==> config.mk <==
export PLATFORM = sky130hd
export DESIGN_NAME = psp_top
export DESIGN_NICKNAME = d
export VERILOG_FILES = /design/src/psp_pkg.sv /design/src/psp_sync.sv /design/src/psp_top.sv
export SDC_FILE = /design/constraint.sdc
export NUM_CORES = 1
export LEC_CHECK = 0
export BUFFER_PORTS_ARGS = -buffer_cell sky130_fd_sc_hd__buf_4
export CORE_UTILIZATION = 31
export CTS_BUF_LIST = sky130_fd_sc_hd__clkbuf_4 sky130_fd_sc_hd__clkbuf_8 sky130_fd_sc_hd__clkbuf_16
export DETAILED_ROUTE_END_ITERATION = 10
export PLACE_DENSITY = 0.55
export SLEW_MARGIN = 20
export SYNTH_ARGS = -nofsm -noshare
export SYNTH_HDL_FRONTEND = slang
export SYNTH_SLANG_ARGS = --single-unit
==> constraint.sdc <==
create_clock -name clk -period 2.7 [get_ports clk]
set_clock_uncertainty 0.1 [all_clocks]
set_input_delay 0.27 -clock clk [delete_from_list [all_inputs] [get_ports clk]]
set_output_delay 0.27 -clock clk [all_outputs]
set_load 0.05 [all_outputs]
==> src/psp_pkg.sv <==
// Package: register map, field positions and reset values of the slave port
package psp_pkg;
  // Register byte offsets on APB (word aligned)
  localparam logic [11:0] OFF_CTRL      = 12'h000;
  localparam logic [11:0] OFF_CTRL_PORT = 12'h004;
  localparam logic [11:0] OFF_CTRL_LAT  = 12'h008;
  localparam logic [11:0] OFF_ANALOG    = 12'h00c;
  localparam logic [11:0] OFF_DATA_PORT = 12'h010;
  localparam logic [11:0] OFF_DATA_LAT  = 12'h014;
  localparam logic [11:0] OFF_DATA_DIR  = 12'h018;
  localparam logic [11:0] OFF_FLAG      = 12'h01c;
  localparam logic [11:0] OFF_ENABLE    = 12'h020;
  localparam logic [11:0] OFF_PRIO      = 12'h024;
  localparam logic [11:0] OFF_IRQ_STAT  = 12'h028;
  localparam logic [11:0] OFF_IRQ_EN    = 12'h02c;
  localparam logic [11:0] OFF_IRQ_CLR   = 12'h030;
  // Control register fields and the peripheral flag bit
  localparam int BIT_IN_PEND   = 7;
  localparam int BIT_OUT_PEND  = 6;
  localparam int BIT_OVERRUN   = 5;
  localparam int BIT_PORT_SEL  = 4;
  localparam int BIT_RESERVED  = 3;
  localparam int BIT_PSP_FLAG  = 7;
  // Event status bits
  localparam int EV_HOST_WR = 0;
  localparam int EV_HOST_RD = 1;
  localparam int EV_OVERRUN = 2;
  // Reset values and the digital analog-config pattern
  localparam logic [7:0] RST_CTRL     = 8'h07;
  localparam logic [7:0] RST_ZERO     = 8'h00;
  localparam logic [7:0] RST_DATA_DIR = 8'hff;
  localparam logic [7:0] ANALOG_DIGITAL = 8'h07;
endpackage : psp_pkg

==> src/psp_sync.sv <==
// Two-flop synchroniser for a bundle of pin inputs
`timescale 1ns/100ps
module psp_sync #(
  parameter int W = 11
) (
  input  wire logic         clk,
  input  wire logic         srst,
  input  wire logic         ce,
  input  wire logic [W-1:0] async_in,
  output logic      [W-1:0] sync_out
);
  logic [W-1:0] meta_reg;

  // First stage feeds only the second stage
  always_ff @(posedge clk) begin
    if (srst) begin
      meta_reg <= '1;
      sync_out <= '1;
    end else if (ce) begin
      meta_reg <= async_in;
      sync_out <= meta_reg;
    end
  end
endmodule : psp_sync

==> src/psp_top.sv <==
// Parallel slave port with APB register access and interrupt logic
`timescale 1ns/100ps
// Functional notes
// - Bit 4 selects slave-port mode
// - Input pending set on unread host write
// - Output pending until host reads word
// - Overrun set on write over unread; software clears
// - Bits 2..0 are control pin directions
// - Bit 3 reads zero, writes ignored
// - Read strobe active low when selected
// - Write strobe active low when selected
// - Chip select active low, gates strobes
// - Host write taken at first low detect
// - Host read taken at first low detect
// - Pins 0,1,2 become read, write, select
// - Needs input directions and digital config
// - Host sees one byte-wide data latch
// - Strobes synchronised before any use
module psp_top (
  input  wire logic        clk,
  input  wire logic        srst,
  input  wire logic        ce,
  input  wire logic        psel,
  input  wire logic        penable,
  input  wire logic        pwrite,
  input  wire logic [11:0] paddr,
  input  wire logic [31:0] pwdata,
  output logic      [31:0] prdata,
  output logic             pready,
  output logic             pslverr,
  input  wire logic [7:0]  data_port_in,
  output logic      [7:0]  data_port_out,
  output logic      [7:0]  data_port_oe,
  input  wire logic [2:0]  control_port_in,
  output logic      [2:0]  control_port_out,
  output logic      [2:0]  control_port_oe,
  output logic             irq,
  output logic             periph_irq_high,
  output logic             periph_irq_low
);

  ////////////////////////////////////////////////////////////////////////
  // Registers
  logic [7:0] ctrl_reg;        // pending flags, mode, directions
  logic [2:0] ctrl_lat_reg;
  logic [7:0] analog_config_reg;
  logic [7:0] data_in_reg;     // word written by host
  logic [7:0] data_port_latch;
  logic [7:0] data_port_dir;
  logic [7:0] periph_flag_reg;
  logic [7:0] periph_enable_reg;
  logic [7:0] periph_priority_reg;
  logic [2:0] irq_stat_reg;
  logic [2:0] irq_en_reg;
  logic       rd_active_reg;
  logic       wr_active_reg;
  logic [10:0] pins_sync;

  ////////////////////////////////////////////////////////////////////////
  // Pin synchronisation
  psp_sync #(.W(11)) u_sync (
    .clk      (clk),
    .srst     (srst),
    .ce       (ce),
    .async_in ({control_port_in, data_port_in}),
    .sync_out (pins_sync)
  );

  logic [7:0] data_pins;
  logic       ctrl_pin0;
  logic       ctrl_pin1;
  logic       ctrl_pin2;
  logic       slave_port_select;
  logic       ctrl_inputs_ok;
  logic       host_sel;
  logic       host_rd_low;
  logic       host_wr_low;
  logic       host_rd_evt;
  logic       host_wr_evt;

  assign data_pins = pins_sync[7:0];
  assign ctrl_pin0 = pins_sync[8];
  assign ctrl_pin1 = pins_sync[9];
  assign ctrl_pin2 = pins_sync[10];
  assign slave_port_select = ctrl_reg[psp_pkg::BIT_PORT_SEL];
  // Strobes only mean something with input pins in digital mode
  assign ctrl_inputs_ok = (ctrl_reg[2:0] == 3'h7) &&
    (analog_config_reg[2:0] == psp_pkg::ANALOG_DIGITAL[2:0]);
  assign host_sel = slave_port_select && ctrl_inputs_ok && !ctrl_pin2;
  assign host_rd_low = host_sel && !ctrl_pin0;
  assign host_wr_low = host_sel && !ctrl_pin1;
  // First detection only; a held strobe counts once
  assign host_rd_evt = host_rd_low && !rd_active_reg;
  assign host_wr_evt = host_wr_low && !wr_active_reg;

  // Strobe history for first-detect edges
  always_ff @(posedge clk) begin
    if (srst) begin
      rd_active_reg <= 1'b0;
      wr_active_reg <= 1'b0;
    end else if (ce) begin
      rd_active_reg <= host_rd_low;
      wr_active_reg <= host_wr_low;
    end
  end

  ////////////////////////////////////////////////////////////////////////
  // APB decode
  logic        apb_wr;
  logic        apb_rd;
  logic        addr_hit;
  logic [31:0] rd_mux;

  assign apb_wr = psel && penable && pwrite && ce;
  assign apb_rd = psel && penable && !pwrite && ce;

  function automatic logic hit(input logic [11:0] a, input logic [11:0] o);
    hit = (a == o);
  endfunction : hit

  always_comb begin
    addr_hit = 1'b1;
    rd_mux   = 32'h0000_0000;
    case (paddr)
      psp_pkg::OFF_CTRL:      rd_mux[7:0] = ctrl_reg &
        ~(8'h01 << psp_pkg::BIT_RESERVED);
      psp_pkg::OFF_CTRL_PORT: rd_mux[2:0] = slave_port_select ?
        3'h0 : {ctrl_pin2, ctrl_pin1, ctrl_pin0};
      psp_pkg::OFF_CTRL_LAT:  rd_mux[2:0] = ctrl_lat_reg;
      psp_pkg::OFF_ANALOG:    rd_mux[7:0] = analog_config_reg;
      // In port mode the CPU sees the host's word, else the pins
      psp_pkg::OFF_DATA_PORT: rd_mux[7:0] = slave_port_select ?
        data_in_reg : data_pins;
      psp_pkg::OFF_DATA_LAT:  rd_mux[7:0] = data_port_latch;
      psp_pkg::OFF_DATA_DIR:  rd_mux[7:0] = data_port_dir;
      psp_pkg::OFF_FLAG:      rd_mux[7:0] = periph_flag_reg;
      psp_pkg::OFF_ENABLE:    rd_mux[7:0] = periph_enable_reg;
      psp_pkg::OFF_PRIO:      rd_mux[7:0] = periph_priority_reg;
      psp_pkg::OFF_IRQ_STAT:  rd_mux[2:0] = irq_stat_reg;
      psp_pkg::OFF_IRQ_EN:    rd_mux[2:0] = irq_en_reg;
      psp_pkg::OFF_IRQ_CLR:   rd_mux = 32'h0000_0000;
      default:                addr_hit = 1'b0;
    endcase
  end

  // Zero wait state answer; unmapped addresses flag an error
  always_ff @(posedge clk) begin
    if (srst) begin
      prdata  <= 32'h0000_0000;
      pready  <= 1'b0;
      pslverr <= 1'b0;
    end else if (ce) begin
      pready  <= psel && !penable;
      pslverr <= psel && !penable && !addr_hit;
      if (psel && !penable && !pwrite) begin
        prdata <= rd_mux;
      end
    end
  end

  // Access completes on the cycle pready is high
  logic acc_wr;
  logic acc_rd;
  assign acc_wr = apb_wr && pready;
  assign acc_rd = apb_rd && pready;

  logic cpu_data_rd;
  logic cpu_data_wr;
  assign cpu_data_rd = acc_rd && hit(paddr, psp_pkg::OFF_DATA_PORT);
  assign cpu_data_wr = acc_wr && (hit(paddr, psp_pkg::OFF_DATA_PORT) ||
                                  hit(paddr, psp_pkg::OFF_DATA_LAT));

  ////////////////////////////////////////////////////////////////////////
  // Control register: flags set by hardware win over clears
  always_ff @(posedge clk) begin
    if (srst) begin
      ctrl_reg <= psp_pkg::RST_CTRL;
    end else if (ce) begin
      if (acc_wr && hit(paddr, psp_pkg::OFF_CTRL)) begin
        ctrl_reg[psp_pkg::BIT_PORT_SEL] <= pwdata[psp_pkg::BIT_PORT_SEL];
        ctrl_reg[2:0] <= pwdata[2:0];
        // Overrun clears only by writing zero
        if (!pwdata[psp_pkg::BIT_OVERRUN]) begin
          ctrl_reg[psp_pkg::BIT_OVERRUN] <= 1'b0;
        end
      end
      ctrl_reg[psp_pkg::BIT_RESERVED] <= 1'b0;
      // Input pending
      if (host_wr_evt) begin
        ctrl_reg[psp_pkg::BIT_IN_PEND] <= 1'b1;
      end else if (cpu_data_rd && slave_port_select) begin
        ctrl_reg[psp_pkg::BIT_IN_PEND] <= 1'b0;
      end
      if (host_wr_evt && ctrl_reg[psp_pkg::BIT_IN_PEND]) begin
        ctrl_reg[psp_pkg::BIT_OVERRUN] <= 1'b1;
      end
      // Output pending: CPU write sets, host read clears
      if (cpu_data_wr && slave_port_select) begin
        ctrl_reg[psp_pkg::BIT_OUT_PEND] <= 1'b1;
      end else if (host_rd_evt) begin
        ctrl_reg[psp_pkg::BIT_OUT_PEND] <= 1'b0;
      end
    end
  end

  // Host write captures the data bus into the input latch
  always_ff @(posedge clk) begin
    if (srst) begin
      data_in_reg <= psp_pkg::RST_ZERO;
    end else if (ce && host_wr_evt) begin
      data_in_reg <= data_pins;
    end
  end

  // Plain software registers
  always_ff @(posedge clk) begin
    if (srst) begin
      ctrl_lat_reg        <= 3'h0;
      analog_config_reg   <= psp_pkg::RST_ZERO;
      data_port_latch     <= psp_pkg::RST_ZERO;
      data_port_dir       <= psp_pkg::RST_DATA_DIR;
      periph_enable_reg   <= psp_pkg::RST_ZERO;
      periph_priority_reg <= psp_pkg::RST_ZERO;
      irq_en_reg          <= 3'h0;
    end else if (ce && acc_wr) begin
      if (hit(paddr, psp_pkg::OFF_CTRL_PORT) ||
          hit(paddr, psp_pkg::OFF_CTRL_LAT)) begin
        ctrl_lat_reg <= pwdata[2:0];
      end
      if (hit(paddr, psp_pkg::OFF_ANALOG)) begin
        analog_config_reg <= pwdata[7:0];
      end
      if (cpu_data_wr) begin
        data_port_latch <= pwdata[7:0];
      end
      if (hit(paddr, psp_pkg::OFF_DATA_DIR)) begin
        data_port_dir <= pwdata[7:0];
      end
      if (hit(paddr, psp_pkg::OFF_ENABLE)) begin
        periph_enable_reg <= pwdata[7:0];
      end
      if (hit(paddr, psp_pkg::OFF_PRIO)) begin
        periph_priority_reg <= pwdata[7:0];
      end
      if (hit(paddr, psp_pkg::OFF_IRQ_EN)) begin
        irq_en_reg <= pwdata[2:0];
      end
    end
  end

  ////////////////////////////////////////////////////////////////////////
  // Peripheral flag: each host read or write sets it at first strobe detect
  always_ff @(posedge clk) begin
    if (srst) begin
      periph_flag_reg <= psp_pkg::RST_ZERO;
    end else if (ce) begin
      if (acc_wr && hit(paddr, psp_pkg::OFF_FLAG)) begin
        periph_flag_reg <= pwdata[7:0];
      end
      if (host_wr_evt || host_rd_evt) begin
        periph_flag_reg[psp_pkg::BIT_PSP_FLAG] <= 1'b1;
      end
    end
  end

  // Sticky event status; write-one clear loses to a new event
  always_ff @(posedge clk) begin
    if (srst) begin
      irq_stat_reg <= 3'h0;
    end else if (ce) begin
      irq_stat_reg <= (irq_stat_reg &
        ~((acc_wr && hit(paddr, psp_pkg::OFF_IRQ_CLR)) ? pwdata[2:0] : 3'h0))
        | {host_wr_evt && ctrl_reg[psp_pkg::BIT_IN_PEND],
           host_rd_evt, host_wr_evt};
    end
  end

  ////////////////////////////////////////////////////////////////////////
  // Outputs, all registered
  logic psp_int;
  assign psp_int = periph_flag_reg[psp_pkg::BIT_PSP_FLAG] &&
                   periph_enable_reg[psp_pkg::BIT_PSP_FLAG];

  always_ff @(posedge clk) begin
    if (srst) begin
      irq              <= 1'b0;
      periph_irq_high  <= 1'b0;
      periph_irq_low   <= 1'b0;
      data_port_out    <= psp_pkg::RST_ZERO;
      data_port_oe     <= psp_pkg::RST_ZERO;
      control_port_out <= 3'h0;
      control_port_oe  <= 3'h0;
    end else if (ce) begin
      irq <= |(irq_stat_reg & irq_en_reg);
      // Priority bit routes the port interrupt
      periph_irq_high <= psp_int &&
        periph_priority_reg[psp_pkg::BIT_PSP_FLAG];
      periph_irq_low  <= psp_int &&
        !periph_priority_reg[psp_pkg::BIT_PSP_FLAG];
      data_port_out <= data_port_latch;
      // Slave mode drives the bus only while host reads
      data_port_oe <= slave_port_select ? {8{host_rd_low}} :
                      ~data_port_dir;
      control_port_out <= ctrl_lat_reg;
      control_port_oe  <= slave_port_select ? 3'h0 : ~ctrl_reg[2:0];
    end
  end
endmodule : psp_top

# Word level (Yosys, flattened, before mapping)
# Cells that the tools add are included.
[totals]
regBits = 131
latchBits = 0
ram_bits = 0
mem_bits_ro = 0
input_bits = 61
out_inout_bits = 59
word_cells = 130
memories = 0
[classes]
n_addsub = 0
n_mul = 0
n_div = 0
order_cmp = 0
n_eq_ne = 15
shifts = 0
mux = 17
bitwise_logic = 6
reduce_logical = 63
[ops]
columns = ["operator", "count"]
rows = [
  ["$eq 12x6->1 const B", 5],
  ["$eq 12x5->1 const B", 4],
  ["$pmux 5 s8", 1],
  ["$pmux 3 s12", 1],
  ["$logic_and 1x1->1", 30],
  ["$reduce_and 2->1", 13],
  ["$eq 12x4->1 const B", 2],
  ["$mux 8", 3],
  ["$reduce_or 13->1", 1],
  ["$eq 12x3->1 const B", 1],
  ["$logic_not 12->1", 1],
  ["$logic_not 1->1", 9],
  ["$mux 3", 3],
  ["$mux 1", 8],
  ["$not 8->8", 1],
  ["$reduce_bool 2->1", 4],
  ["$and 3x3->3", 2],
  ["$eq 3x3->1 const B", 2],
  ["$not 3->3", 2],
  ["$logic_or 1x1->1", 3],
  ["$or 3x3->3", 1],
  ["$reduce_and 3->1", 1],
  ["$reduce_or 3->1", 1],
  ["$mux 2", 1],
  ["$ne 2x1->1 const B", 1],
]

# Logic depth before layout (Yosys ltp)
# Gate-level depths: netlist of the first run.
[logic_depth]
ltp_word = 9
depth_mapped = 7
ltp_nobuf = 5

# Cells and area by module
# Synthesis of the first run repeated with hierarchy kept, for this count alone.
[unflattened]
hier_cells = 670
hier_area_um2 = 5983.2
[modules_own_cells]
columns = ["mod", "instances", "cells_per_inst", "area_each_um2", "seq_area_each_um2"]
rows = [
  ["psp_top", 1, 598, 5152.4, 2182.1],
  ["psp_sync", 1, 72, 830.8, 440.4],
]

# Worst setup path before layout of the first run
# Ideal clock, no wire load.
[synth_timing]
path_type = "reg2reg"
startpoint = "reg pready"
endpoint = "reg data_port_dir[0]"
setup_time_ps = 129
arrival_ps = 1889
required_ps = 2471
path_slack_ps = 582
path_stages_with_launch = 6
path_buffers = 0
synth_period_minus_slack_ps = 2118
cell_sequence = "dfxtp_1 -> and4_1 -> nand2_1 -> nor3_4 -> mux2i_1 -> nand2_1"
[synth_between]
elab_chain_cells = 3
[synth_lines]
columns = ["item", "line", "source"]
rows = [
  ["start, declared", "psp_top.sv:29", "output logic pready,"],
  ["start signal, assigned", "psp_top.sv:153", "pready <= psel && !penable;"],
  ["$logic_and 1x1->1", "psp_top.sv:164", "assign acc_wr = apb_wr && pready;"],
  ["$logic_and 1x1->1", "psp_top.sv:225", "end else if (ce && acc_wr) begin"],
  ["$reduce_and 2->1 (no source line)", "n/a", ""],
  ["end signal, assigned", "psp_top.sv:221", "data_port_dir <= psp_pkg::RST_DATA_DIR;"],
  ["end signal, assigned", "psp_top.sv:237", "data_port_dir <= pwdata[7:0];"],
  ["end, declared", "psp_top.sv:49", "logic [7:0] data_port_dir;"],
]
# No other way between the ends.
# A chain may end at the register's enable or synchronous reset.

# Worst setup path after layout of the first run
[layout_timing]
startpoint = "reg ctrl_reg[4]"
endpoint = "reg prdata[5]"
[layout_between]
elab_chain_cells = 2
[layout_lines]
columns = ["item", "line", "source"]
rows = [
  ["start, declared", "psp_top.sv:44", "logic [7:0] ctrl_reg;"],
  ["start signal, assigned", "psp_top.sv:177", "ctrl_reg <= psp_pkg::RST_CTRL;"],
  ["start signal, assigned by index", "psp_top.sv:180", "ctrl_reg[psp_pkg::BIT_PORT_SEL] <= pwdata[psp_pkg::BIT_PORT_SEL];"],
  ["$mux 8", "psp_top.sv:132", "psp_pkg::OFF_DATA_PORT: rd_mux[7:0] = slave_port_select ?"],
  ["$pmux 5 s8", "psp_top.sv:124", "case (paddr)"],
  ["end signal, assigned", "psp_top.sv:156", "prdata <= rd_mux;"],
  ["end, declared", "psp_top.sv:28", "output logic [31:0] prdata,"],
]
# No other way between the ends.

==> results of run 1 <==
## power by group through the flow
stage               logic [uW]  registers, uW  clock network, uW
finish                     402           1980               2200
global placement           387           2020                  0
CTS                        403           1980               2250
global route               429           1980               2320
floorplan                  263           2040                  0
detailed placement         390           2020                  0
## cell families after synthesis
group	count (synthesis)
AND/OR/NAND/NOR	215
multiplexers	117
buffers and inverters	73
other	1
AO/OA/AOI/OAI	93
flip-flops	131
## stage by stage
stage / instances / total power, uW / utilization (%) / area [um^2]
finish: 957 / 4580 / 39.2 / 7360
detailed placement: 915 / 2410 / 35.6 / 6680
global route: 957 / 4730 / 39.2 / 7360
floorplan: 653 / 2300 / - / 6050
CTS: 957 / 4630 / 39.2 / 7360
global placement: 915 / 2410 / 35.6 / 6680
## synthesized netlist by cell type (4+ instances only)
master      n  area share [%]
dfxtp_1   131              44
mux2i_1   106              18
nor2_1     93             5.9
nand2_1    56             3.5
o21ai_0    26             2.2
buf_4      24             3.0
clkbuf_1   23             1.4
a22oi_1    16             2.0
a21oi_1    15             1.3
nand3_1    12             1.0
inv_1      10            0.63
nor3_1      9            0.76
buf_2       8            0.67
mux2_2      8             1.5
buf_1       7            0.44
a211oi_1    5            0.63
o22ai_1     5            0.52
a31oi_1     4            0.42
nand4_1     4            0.42
nor2b_1     4            0.42
nor3_4      4             1.1
or3_1       4            0.42
## cell type report
cell class	instances	share of cell area, %
clock inverters	11	1.39
multi-input cells	449	41.4
well taps	234	3.98
flip-flops and latches	131	35.6
repair buffers	102	10.8
inverters	10	0.510
clock buffers	20	6.34
## placed cells by master (no fill, tap or decap), types with 3 or more instances in the layout
cell type and instances:
inv_1 10, mux4_2 3, dfxtp_1 131, a21oi_1 15, nor3_1 9, clkinv_2 3
buf_4 91, nand3_1 12, o22ai_1 5, nand4_1 4, clkinvlp_4 3, nand2_1 56
clkbuf_16 17, mux2i_1 106, and4_1 3, nor3_4 4, clkbuf_8 3, nor2b_1 4
mux2_2 8, and2_1 3, a22oi_1 16, conb_1 24, dlygate4sd3_1 11, nor2_1 93
a211oi_1 5, a31oi_1 4, nand3_4 3, nand2b_1 3, or3_1 4, inv_6 3
o21ai_0 26
## critical path, cell delays in order, from the launching register on
cell and delay, ps:
dfxtp_1 380, mux2_2 370, mux4_2 480, nor2b_1 150, a311oi_1 460, o21ai_0 140
## how the worst max path moves through the flow
stage,startpoint,to,slack [ps],depth (start not counted)
after floorplan,pready$_SDFFE_PP0P_,data_port_dir[0]$_SDFFE_PP1P_,580,5
after global placement,ce,data_port_latch[0]$_SDFFE_PP0P_,470,7
after detailed placement,ce,data_port_latch[3]$_SDFFE_PP0P_,490,7
after CTS,ctrl_reg[4]$_SDFFE_PP0P_,prdata[5]$_SDFFE_PP0P_,570,5
after global routing,pready$_SDFFE_PP0P_,data_port_latch[2]$_SDFFE_PP0P_,440,6
final,ctrl_reg[4]$_SDFFE_PP0P_,prdata[5]$_SDFFE_PP0P_,470,5
## metal layers
| metal | wire, um | up-vias |
|---|---|---|
| met1 | 7850 | 2357 |
| li1 | - | 2349 |
| met2 | 7740 | 179 |
| met5 | 0 | - |
| met3 | 1090 | 16 |
| met4 | 221 | 0 |
==> reports/summary.txt, run 1 <==
Run status - complete, no violations
DIE AREA - 19800 um^2
Synth Area in XOR/XNOR - 0%
Setup ws final - 469 ps
Syn_area_per_cell - 9.46 um^2
Initial antenna violation count - 0
Setup Total Neg Slack - 0 ps
LEAKAGE - 0.00283 uW
Critical path class - flop to flop
Via count - 4901
Slew @ Worst Pin - 641 ps
Seq pwr share - 43.2%
Starting Density - 31.8%
Final setup fails - 0
RePlAce Congestion - 0.906
R2R depth - 5
GRT busiest layer - met2
GRT Total Usage - 17.5%
Comb power frac - 8.8%
RSZ-0062 raised after global routing - false
# DRC - 0
Critical Path RT - 2880 ps
Storage cell area - 2620 um^2
Vias in the first global route - 4727
TritonCTS clock tree - done
Vias per cell - 5.12
Final Cycle Share - 82.6%
RR Startpoint - ctrl_reg[4]$_SDFFE_PP0P_
Core footprint - 18800 um^2
Relative slew slack - 57.0%
Hold_sp - pwdata[7]
Worst hold path type - input port to flop
Area growth, synth to finish - 23.4%
Primary FF master, synth - dfxtp_1
Post-synth cell types - 59
Final Hold Vio Count - 0
Cell Rows - 50
Largest net degree at the start of global routing - 52
Layout cells sized above 1 - 20.6%
Multi-input gate area - 3040 um^2
Fin nets - 772
Mux contribution to synthesized area - 20.4%
Input/output buffers - 71
Met3 usage - 3.80%
Post-synth EDFFs - 0
Post_cts resized - 0
CTS Buf Count - 17
Clk pwr share - 48.0%
Worst VDD drop - 0.000427 V
Detailed placement HPWL - 12000 um
# Post-CTS Setup Buffers - 0
Final wirelength - 16900 um
Crit Path Max Fanout - 4
Switching Power - 1160 uW
I/O pins - 120
Worst setup SP type - flop
Pwr Density - 622 nW/um^2
Async SR Flop Fraction - 0%
Syn. warnings - 0
R2r setup slk - 470 ps
CP Data Arrival Time - 2410 ps
Critical path endpoint category - flop
Hold depth - 3
ANT nets after route - 0
Ant diodes - 0
Hold-fix buffers, CTS - 11
Largest family of logic cells by synthesized area - multiplexers
Worst hold endpoint - data_port_dir[7]$_SDFFE_PP1P_
CTS sink cnt - 131
Reg-to-Reg End - prdata[5]$_SDFFE_PP0P_
Sw frac - 25.3%
Max cap viols - 0
Sequential element share of the synthesized area - 44.0%
Die Y - 141 um
Iter 0 DRT Violations - 404
Post-synthesis simple-gate area fraction - 18.7%
Syn Inst Count - 630
Count of TritonRoute iterations in the first routing pass - 5
Final Max Tran Viols - 0
Deepest clock path buffer count - 2
Register bit total from synthesis - 131
Fin crit period - 2230 ps
Post-synthesis adder-cell area fraction - 0%
Die Width - 141 um
Int Pwr - 3420 uW
Clock-pin slew on the worst setup and hold paths - 60 ps
WHS - 45.3 ps
Routed len/inst - 17.7 um
Fill cells - 1878
CTS H-tree lvls - 4
Compound-cell area share of the yosys netlist - 10.4%
Root buf cell - clkbuf_16
Clk_lat worst skew - 420 ps
Mapped Area - 5960 um^2
Max frequency - 0.448 GHz
M2 GR Usage - 27.8%
Total congestion overflow - 0
First-pass GRT wire length - 26200 um
DP Worst Slack - 488 ps
Grt met1 use - 23.6%
(Power assumes the default switching activity.)
==> run 2: changes to the inputs <==
==> constraint.sdc (replaced) <==
create_clock -name clk -period 2.1 [get_ports clk]
set_clock_uncertainty 0.1 [all_clocks]
set_input_delay 0.21 -clock clk [delete_from_list [all_inputs] [get_ports clk]]
set_output_delay 0.21 -clock clk [all_outputs]
set_load 0.05 [all_outputs]
==> reports/summary.txt, run 2 (same netlist as run 1, synthesis figures left out) <==
Sw frac - 26.0% (was 25.3%)
Relative slew slack - 60.4% (was 57.0%)
Worst setup SP type - flop (unchanged)
CTS sink cnt - 131 (unchanged)
# Post-CTS Setup Buffers - 0 (unchanged)
Max frequency - 0.503 GHz (was 0.448 GHz)
Vias in the first global route - 4939 (was 4727)
Critical path class - flop to flop (unchanged)
CP cell instances - mux2_2 > mux4_2 > nor2b_1 > a311oi_1 > buf_4 > o21ai_0 (was mux2_2 > mux4_2 > nor2b_1 > a311oi_1 > o21ai_0)
CTS Buf Count - 17 (unchanged)
Via count - 5014 (was 4901)
Critical path endpoint category - flop (unchanged)
Int Pwr - 4470 uW (was 3420 uW)
Count of TritonRoute iterations in the first routing pass - 4 (was 5)
Setup Total Neg Slack - 0 ps (unchanged)
Seq pwr share - 42.1% (was 43.2%)
Final Max Tran Viols - 0 (unchanged)
Final setup fails - 0 (unchanged)
Root buf cell - clkbuf_16 (unchanged)
DP Worst Slack - 59.9 ps (was 488 ps)
Final Cycle Share - 94.6% (was 82.6%)
Worst hold path type - input port to flop (unchanged)
Max cap viols - 0 (unchanged)
Layout cells sized above 1 - 23.9% (was 20.6%)
Final Instance Area - 7680 um^2 (was 7360 um^2)
Initial antenna violation count - 0 (unchanged)
Most common cell after layout, fill and taps aside - dfxtp_1 (unchanged)
Clk_lat worst skew - 430 ps (was 420 ps)
Input/output buffers - 71 (unchanged)
ANT nets after route - 0 (unchanged)
Starting Density - 31.8% (unchanged)
TritonCTS clock tree - done (unchanged)
Critical path buffers and inverters - 1 (was 0)
CTS H-tree lvls - 4 (unchanged)
Core footprint - 18800 um^2 (unchanged)
Worst VDD drop - 0.000564 V (was 0.000427 V)
Die Y - 141 um (unchanged)
LEAKAGE - 0.00300 uW (was 0.00283 uW)
Ant diodes - 0 (unchanged)
Fin crit period - 1990 ps (was 2230 ps)
Crit Path Max Fanout - 2 (was 4)
# DRC - 0 (unchanged)
RePlAce Congestion - 0.884 (was 0.906)
I/O pins - 120 (unchanged)
Total congestion overflow - 0 (unchanged)
CP Data Arrival Time - 2190 ps (was 2410 ps)
Pwr Density - 786 nW/um^2 (was 622 nW/um^2)
Area growth, synth to finish - 28.8% (was 23.4%)
Iter 0 DRT Violations - 316 (was 404)
First-pass GRT wire length - 27300 um (was 26200 um)
Run status - complete, no violations (unchanged)
Critical Path RT - 2300 ps (was 2880 ps)
Detailed placement HPWL - 12700 um (was 12000 um)
CP max-delay cell - mux4_2 (unchanged)
Vias per cell - 5.07 (was 5.12)
Final wirelength - 17200 um (was 16900 um)
Slew @ Worst Pin - 594 ps (was 641 ps)
GRT Total Usage - 18.2% (was 17.5%)
Commonest cells after routing, fill and taps aside - dfxtp_1 (130), buf_4 (113), mux2i_1 (106) (was dfxtp_1 (131), mux2i_1 (106), nor2_1 (93))
Fin nets - 802 (was 772)
Setup ws final - 113 ps (was 469 ps)
Routed len/inst - 17.5 um (was 17.7 um)
Clock-pin slew on the worst setup and hold paths - 60 ps (about the same)
Total power draw - 6040 uW (was 4580 uW)
Switching Power - 1570 uW (was 1160 uW)
DIE AREA - 19800 um^2 (unchanged)
Total placed instance area - 6930 um^2 (was 6680 um^2)
Slowest stage delay, CP - 460 ps (was 480 ps)
Delay-heaviest family, CP - multiplexers (unchanged)
Comb power frac - 9.1% (was 8.8%)
RSZ-0062 raised after global routing - false (unchanged)
Largest net degree at the start of global routing - 30 (was 52)
Deepest clock path buffer count - 2 (unchanged)
Final Hold Vio Count - 0 (unchanged)
Clk pwr share - 48.9% (was 48.0%)
Die Width - 141 um (unchanged)
Cell Rows - 50 (unchanged)
## run 2: cell count changes in the layout (fill, tap and decap cells not counted), sizes merged
cell         change
buf             +26
bufinv           +1
clkbuf           -2
clkinv           +3
clkinvlp         -1
dlygate4sd3      +4
## run 2: area by class of cell
cell class | instances | area (um^2)
clock inverters | 14 | 155
well taps | 234 | 293
fillers | 1848 | 11100
inverters | 10 | 37.5
clock buffers | 18 | 433
multi-input cells | 449 | 3060
flip-flops and latches | 131 | 2620
repair buffers | 132 | 1080
## run 2: path summary, 6_finish.rpt
check | start | to | slack, ps | cells past startpoint
worst max-delay path | ctrl_reg[4]$_SDFFE_PP0P_ | prdata[5]$_SDFFE_PP0P_ | 110 | 6
worst min-delay path | pwdata[4] | data_port_dir[4]$_SDFFE_PP1P_ | 10 | 3
worst max register to register | ctrl_reg[4]$_SDFFE_PP0P_ | prdata[5]$_SDFFE_PP0P_ | 110 | 6
worst min register to register | prdata[5]$_SDFFE_PP0P_ | prdata[5]$_SDFFE_PP0P_ | 360 | 2
## run 2: metal layers
metal	vias up	GRT usage, %	part of all wire [%]
li1	2410	-	-
met1	2418	24.9	48
met2	163	28.0	45
met3	23	4.38	4.8
met4	0	5.95	2.0
met5	-	0	0
## run 2: stage by stage
step,hold slack [ps],std cells,util (%)
floorplan,238,653,-
global placement,326,941,36.9
detailed placement,331,941,36.9
CTS,0.743,988,40.8
global route,9.29,988,40.9
finish,13.2,988,40.9
## run 2: power groups by stage
| stage | logic (uW) | registers [uW] | clock network [uW] |
|---|---|---|---|
| after floorplan | 338 | 2630 | 0 |
| after global placement | 521 | 2590 | 0 |
| after detailed placement | 525 | 2600 | 0 |
| after CTS | 549 | 2540 | 3010 |
| after global routing | 586 | 2540 | 3120 |
| final | 549 | 2540 | 2950 |
## run 2: what timing repair did
item,CTS,global route
hold buffers,15,0
endpoints found under the hold margin,22,0
endpoints found under the setup margin,0,3
gates resized for setup,0,3
## run 2: worst reg2reg max path, delay by kind of cell, from the launching register on
| family | cells | cell delay (ps) |
|---|---|---|
| DFF | 1 | 330 |
| buffers and inverters | 1 | 170 |
| and+or+nand+nor | 1 | 150 |
| AOI/OAI and AO/OA | 2 | 300 |
| muxes | 2 | 810 |
==> run 3: changes to the inputs <==
--- a/config.mk
+++ b/config.mk
@@ -6,10 +6,10 @@
 export NUM_CORES = 1
 export LEC_CHECK = 0
 export BUFFER_PORTS_ARGS = -buffer_cell sky130_fd_sc_hd__buf_4
-export CORE_UTILIZATION = 31
+export CORE_UTILIZATION = 55
 export CTS_BUF_LIST = sky130_fd_sc_hd__clkbuf_4 sky130_fd_sc_hd__clkbuf_8 sky130_fd_sc_hd__clkbuf_16
 export DETAILED_ROUTE_END_ITERATION = 10
-export PLACE_DENSITY = 0.55
+export PLACE_DENSITY = 0.85
 export SLEW_MARGIN = 20
 export SYNTH_ARGS = -nofsm -noshare
 export SYNTH_HDL_FRONTEND = slang
==> reports/summary.txt, run 3 (same netlist as run 1, synthesis figures left out) <==
ANT nets after route - 0 (unchanged)
CP cell instances - buf_4 > and4b_1 > nand3_1 > nor3_2 > buf_6 > mux2i_1 > nor2_1 (was mux2_2 > mux4_2 > nor2b_1 > a311oi_1 > buf_4 > o21ai_0)
Cell Rows - 37 (was 50)
Fin crit period - 2040 ps (was 1990 ps)
Initial antenna violation count - 0 (unchanged)
Detailed placement HPWL - 11400 um (was 12700 um)
Vias per cell - 5.94 (was 5.07)
R2r setup slk - 60 ps (was 110 ps)
Worst hold path type - input port to flop (unchanged)
Layout cells sized above 1 - 22.6% (was 23.9%)
Final Hold Vio Count - 0 (unchanged)
Die Y - 106 um (was 141 um)
CTS sink cnt - 131 (unchanged)
Worst VDD drop - 0.000588 V (was 0.000564 V)
DIE AREA - 11300 um^2 (was 19800 um^2)
Worst setup SP type - flop (unchanged)
Run status - complete, no violations (unchanged)
Crit path depth - 7 (was 6)
LEAKAGE - 0.00293 uW (was 0.00300 uW)
Clk_lat worst skew - 530 ps (was 430 ps)
Delay-heaviest family, CP - simple AND/OR/NAND/NOR gates (was multiplexers)
Starting Density - 57.2% (was 31.8%)
Final Instance Area - 7480 um^2 (was 7680 um^2)
Max frequency - 0.490 GHz (was 0.503 GHz)
# DRC - 0 (unchanged)
CP max-delay cell - dfxtp_1 (was mux4_2)
CTS H-tree lvls - 4 (unchanged)
Int Pwr - 4200 uW (was 4470 uW)
Input/output buffers - 71 (unchanged)
Seq pwr share - 44.0% (was 42.1%)
Via count - 5256 (was 5014)
Comb power frac - 9.6% (was 9.1%)
GRT Total Usage - 32.5% (was 18.2%)
Root buf cell - clkbuf_8 (was clkbuf_16)
Deepest clock path buffer count - 2 (unchanged)
Commonest cells after routing, fill and taps aside - dfxtp_1 (130), mux2i_1 (106), buf_4 (101) (was dfxtp_1 (130), buf_4 (113), mux2i_1 (106))
Hold depth - 4 (was 3)
TritonCTS clock tree - done (unchanged)
Max cap viols - 0 (unchanged)
Critical Path RT - 2400 ps (was 2300 ps)
I/O pins - 120 (unchanged)
First-pass GRT wire length - 27700 um (was 27300 um)
Switching Power - 1570 uW (about the same)
R2R depth - 7 (was 6)
Total congestion overflow - 0 (unchanged)
Final setup fails - 0 (unchanged)
Crit Path Max Fanout - 9 (was 2)
Setup ws final - 59.5 ps (was 113 ps)
Total power draw - 5770 uW (was 6040 uW)
CP Data Arrival Time - 2350 ps (was 2190 ps)
Final Max Tran Viols - 0 (unchanged)
Largest net degree at the start of global routing - 66 (was 30)
Routed len/inst - 19.9 um (was 17.5 um)
Critical path class - flop to flop (unchanged)
Iter 0 DRT Violations - 473 (was 316)
Critical path endpoint category - flop (unchanged)
Vias in the first global route - 5200 (was 4939)
Total placed instance area - 6700 um^2 (was 6930 um^2)
RePlAce Congestion - 0.927 (was 0.884)
Area growth, synth to finish - 25.5% (was 28.8%)
Critical path buffers and inverters - 2 (was 1)
# Post-CTS Setup Buffers - 0 (unchanged)
Most common cell after layout, fill and taps aside - dfxtp_1 (unchanged)
CTS Buf Count - 17 (unchanged)
Ant diodes - 0 (unchanged)
Clk pwr share - 46.4% (was 48.9%)
Clock-pin slew on the worst setup and hold paths - 60 ps (about the same)
DP Worst Slack - 58.5 ps (was 59.9 ps)
Count of TritonRoute iterations in the first routing pass - 5 (was 4)
Final wirelength - 17600 um (was 17200 um)
Setup Total Neg Slack - 0 ps (unchanged)
Slew @ Worst Pin - 622 ps (was 594 ps)
Pwr Density - 772 nW/um^2 (was 786 nW/um^2)
Core footprint - 10400 um^2 (was 18800 um^2)
Final Cycle Share - 97.2% (was 94.6%)
Fin nets - 797 (was 802)
Sw frac - 27.2% (was 26.0%)
Relative slew slack - 58.5% (was 60.4%)
Die Width - 106 um (was 141 um)
RSZ-0062 raised after global routing - false (unchanged)
Slowest stage delay, CP - 380 ps (was 460 ps)
[run 3: cell count changes in the layout (fill, tap and decap cells not counted), moves of 2 or more]
cell,before,now
clkinvlp_4,2,6
buf_4,113,101
bufinv_16,2,0
clkinv_4,5,3
dlygate4sd3_1,15,22
clkbuf_8,0,2
[run 3: per-stage QoR]
step           hold slack [ps]  util [%]  cells
3_3_place_gp               326      64.3    831
5_1_grt                   41.3      71.8    885
6_report                  32.0      71.8    885
2_1_floorplan              238         -    653
4_1_cts                   8.32      71.6    885
3_5_place_dp               331      64.3    831
[run 3: tightest hold or removal path: cells and delay by family]
family	cells	cell delay (ps)
buffers and inverters	2	240
AOI/OAI and AO/OA	1	60
and+or+nand+nor	1	100
[run 3: power by group through the flow]
stage / combinational [uW] / clock (uW) / sequential, uW
after floorplan: 338 / 0 / 2630
after global placement: 497 / 0 / 2590
after detailed placement: 505 / 0 / 2590
after CTS: 541 / 2670 / 2540
after global routing: 585 / 2790 / 2540
final: 556 / 2680 / 2540
[run 3: final timing paths]
check | start | endpoint
setup reg to reg | ctrl_reg[4]$_SDFFE_PP0P_ | data_in_reg[6]$_SDFFE_PP0P_
hold reg to reg | prdata[6]$_SDFFE_PP0P_ | prdata[6]$_SDFFE_PP0P_
setup / recovery | ctrl_reg[4]$_SDFFE_PP0P_ | data_in_reg[6]$_SDFFE_PP0P_
hold / removal | psel | pready$_SDFFE_PP0P_
[run 3: cell type report]
type	instances	area, um^2
inverters	10	37.5
clock buffers	19	435
clock inverters	13	103
multi-input cells	449	3060
well taps	136	170
fillers	759	2930
flip-flops and latches	131	2620
repair buffers	127	1050
[run 3: per-layer routing]
metal  track usage [%]  part of all wire, %  up-vias
met5                 0                    0        -
met4              19.8                  5.2        0
met3              6.81                  7.9       72
met2              53.0                   47      285
met1              39.2                   40     2505
li1                  -                    -     2394
[run 3: what timing repair did]
action,4_1_cts,5_1_grt
gates resized for setup,0,5
setup endpoints to repair,0,15
hold buffers,22,0
endpoints found under the hold margin,72,0
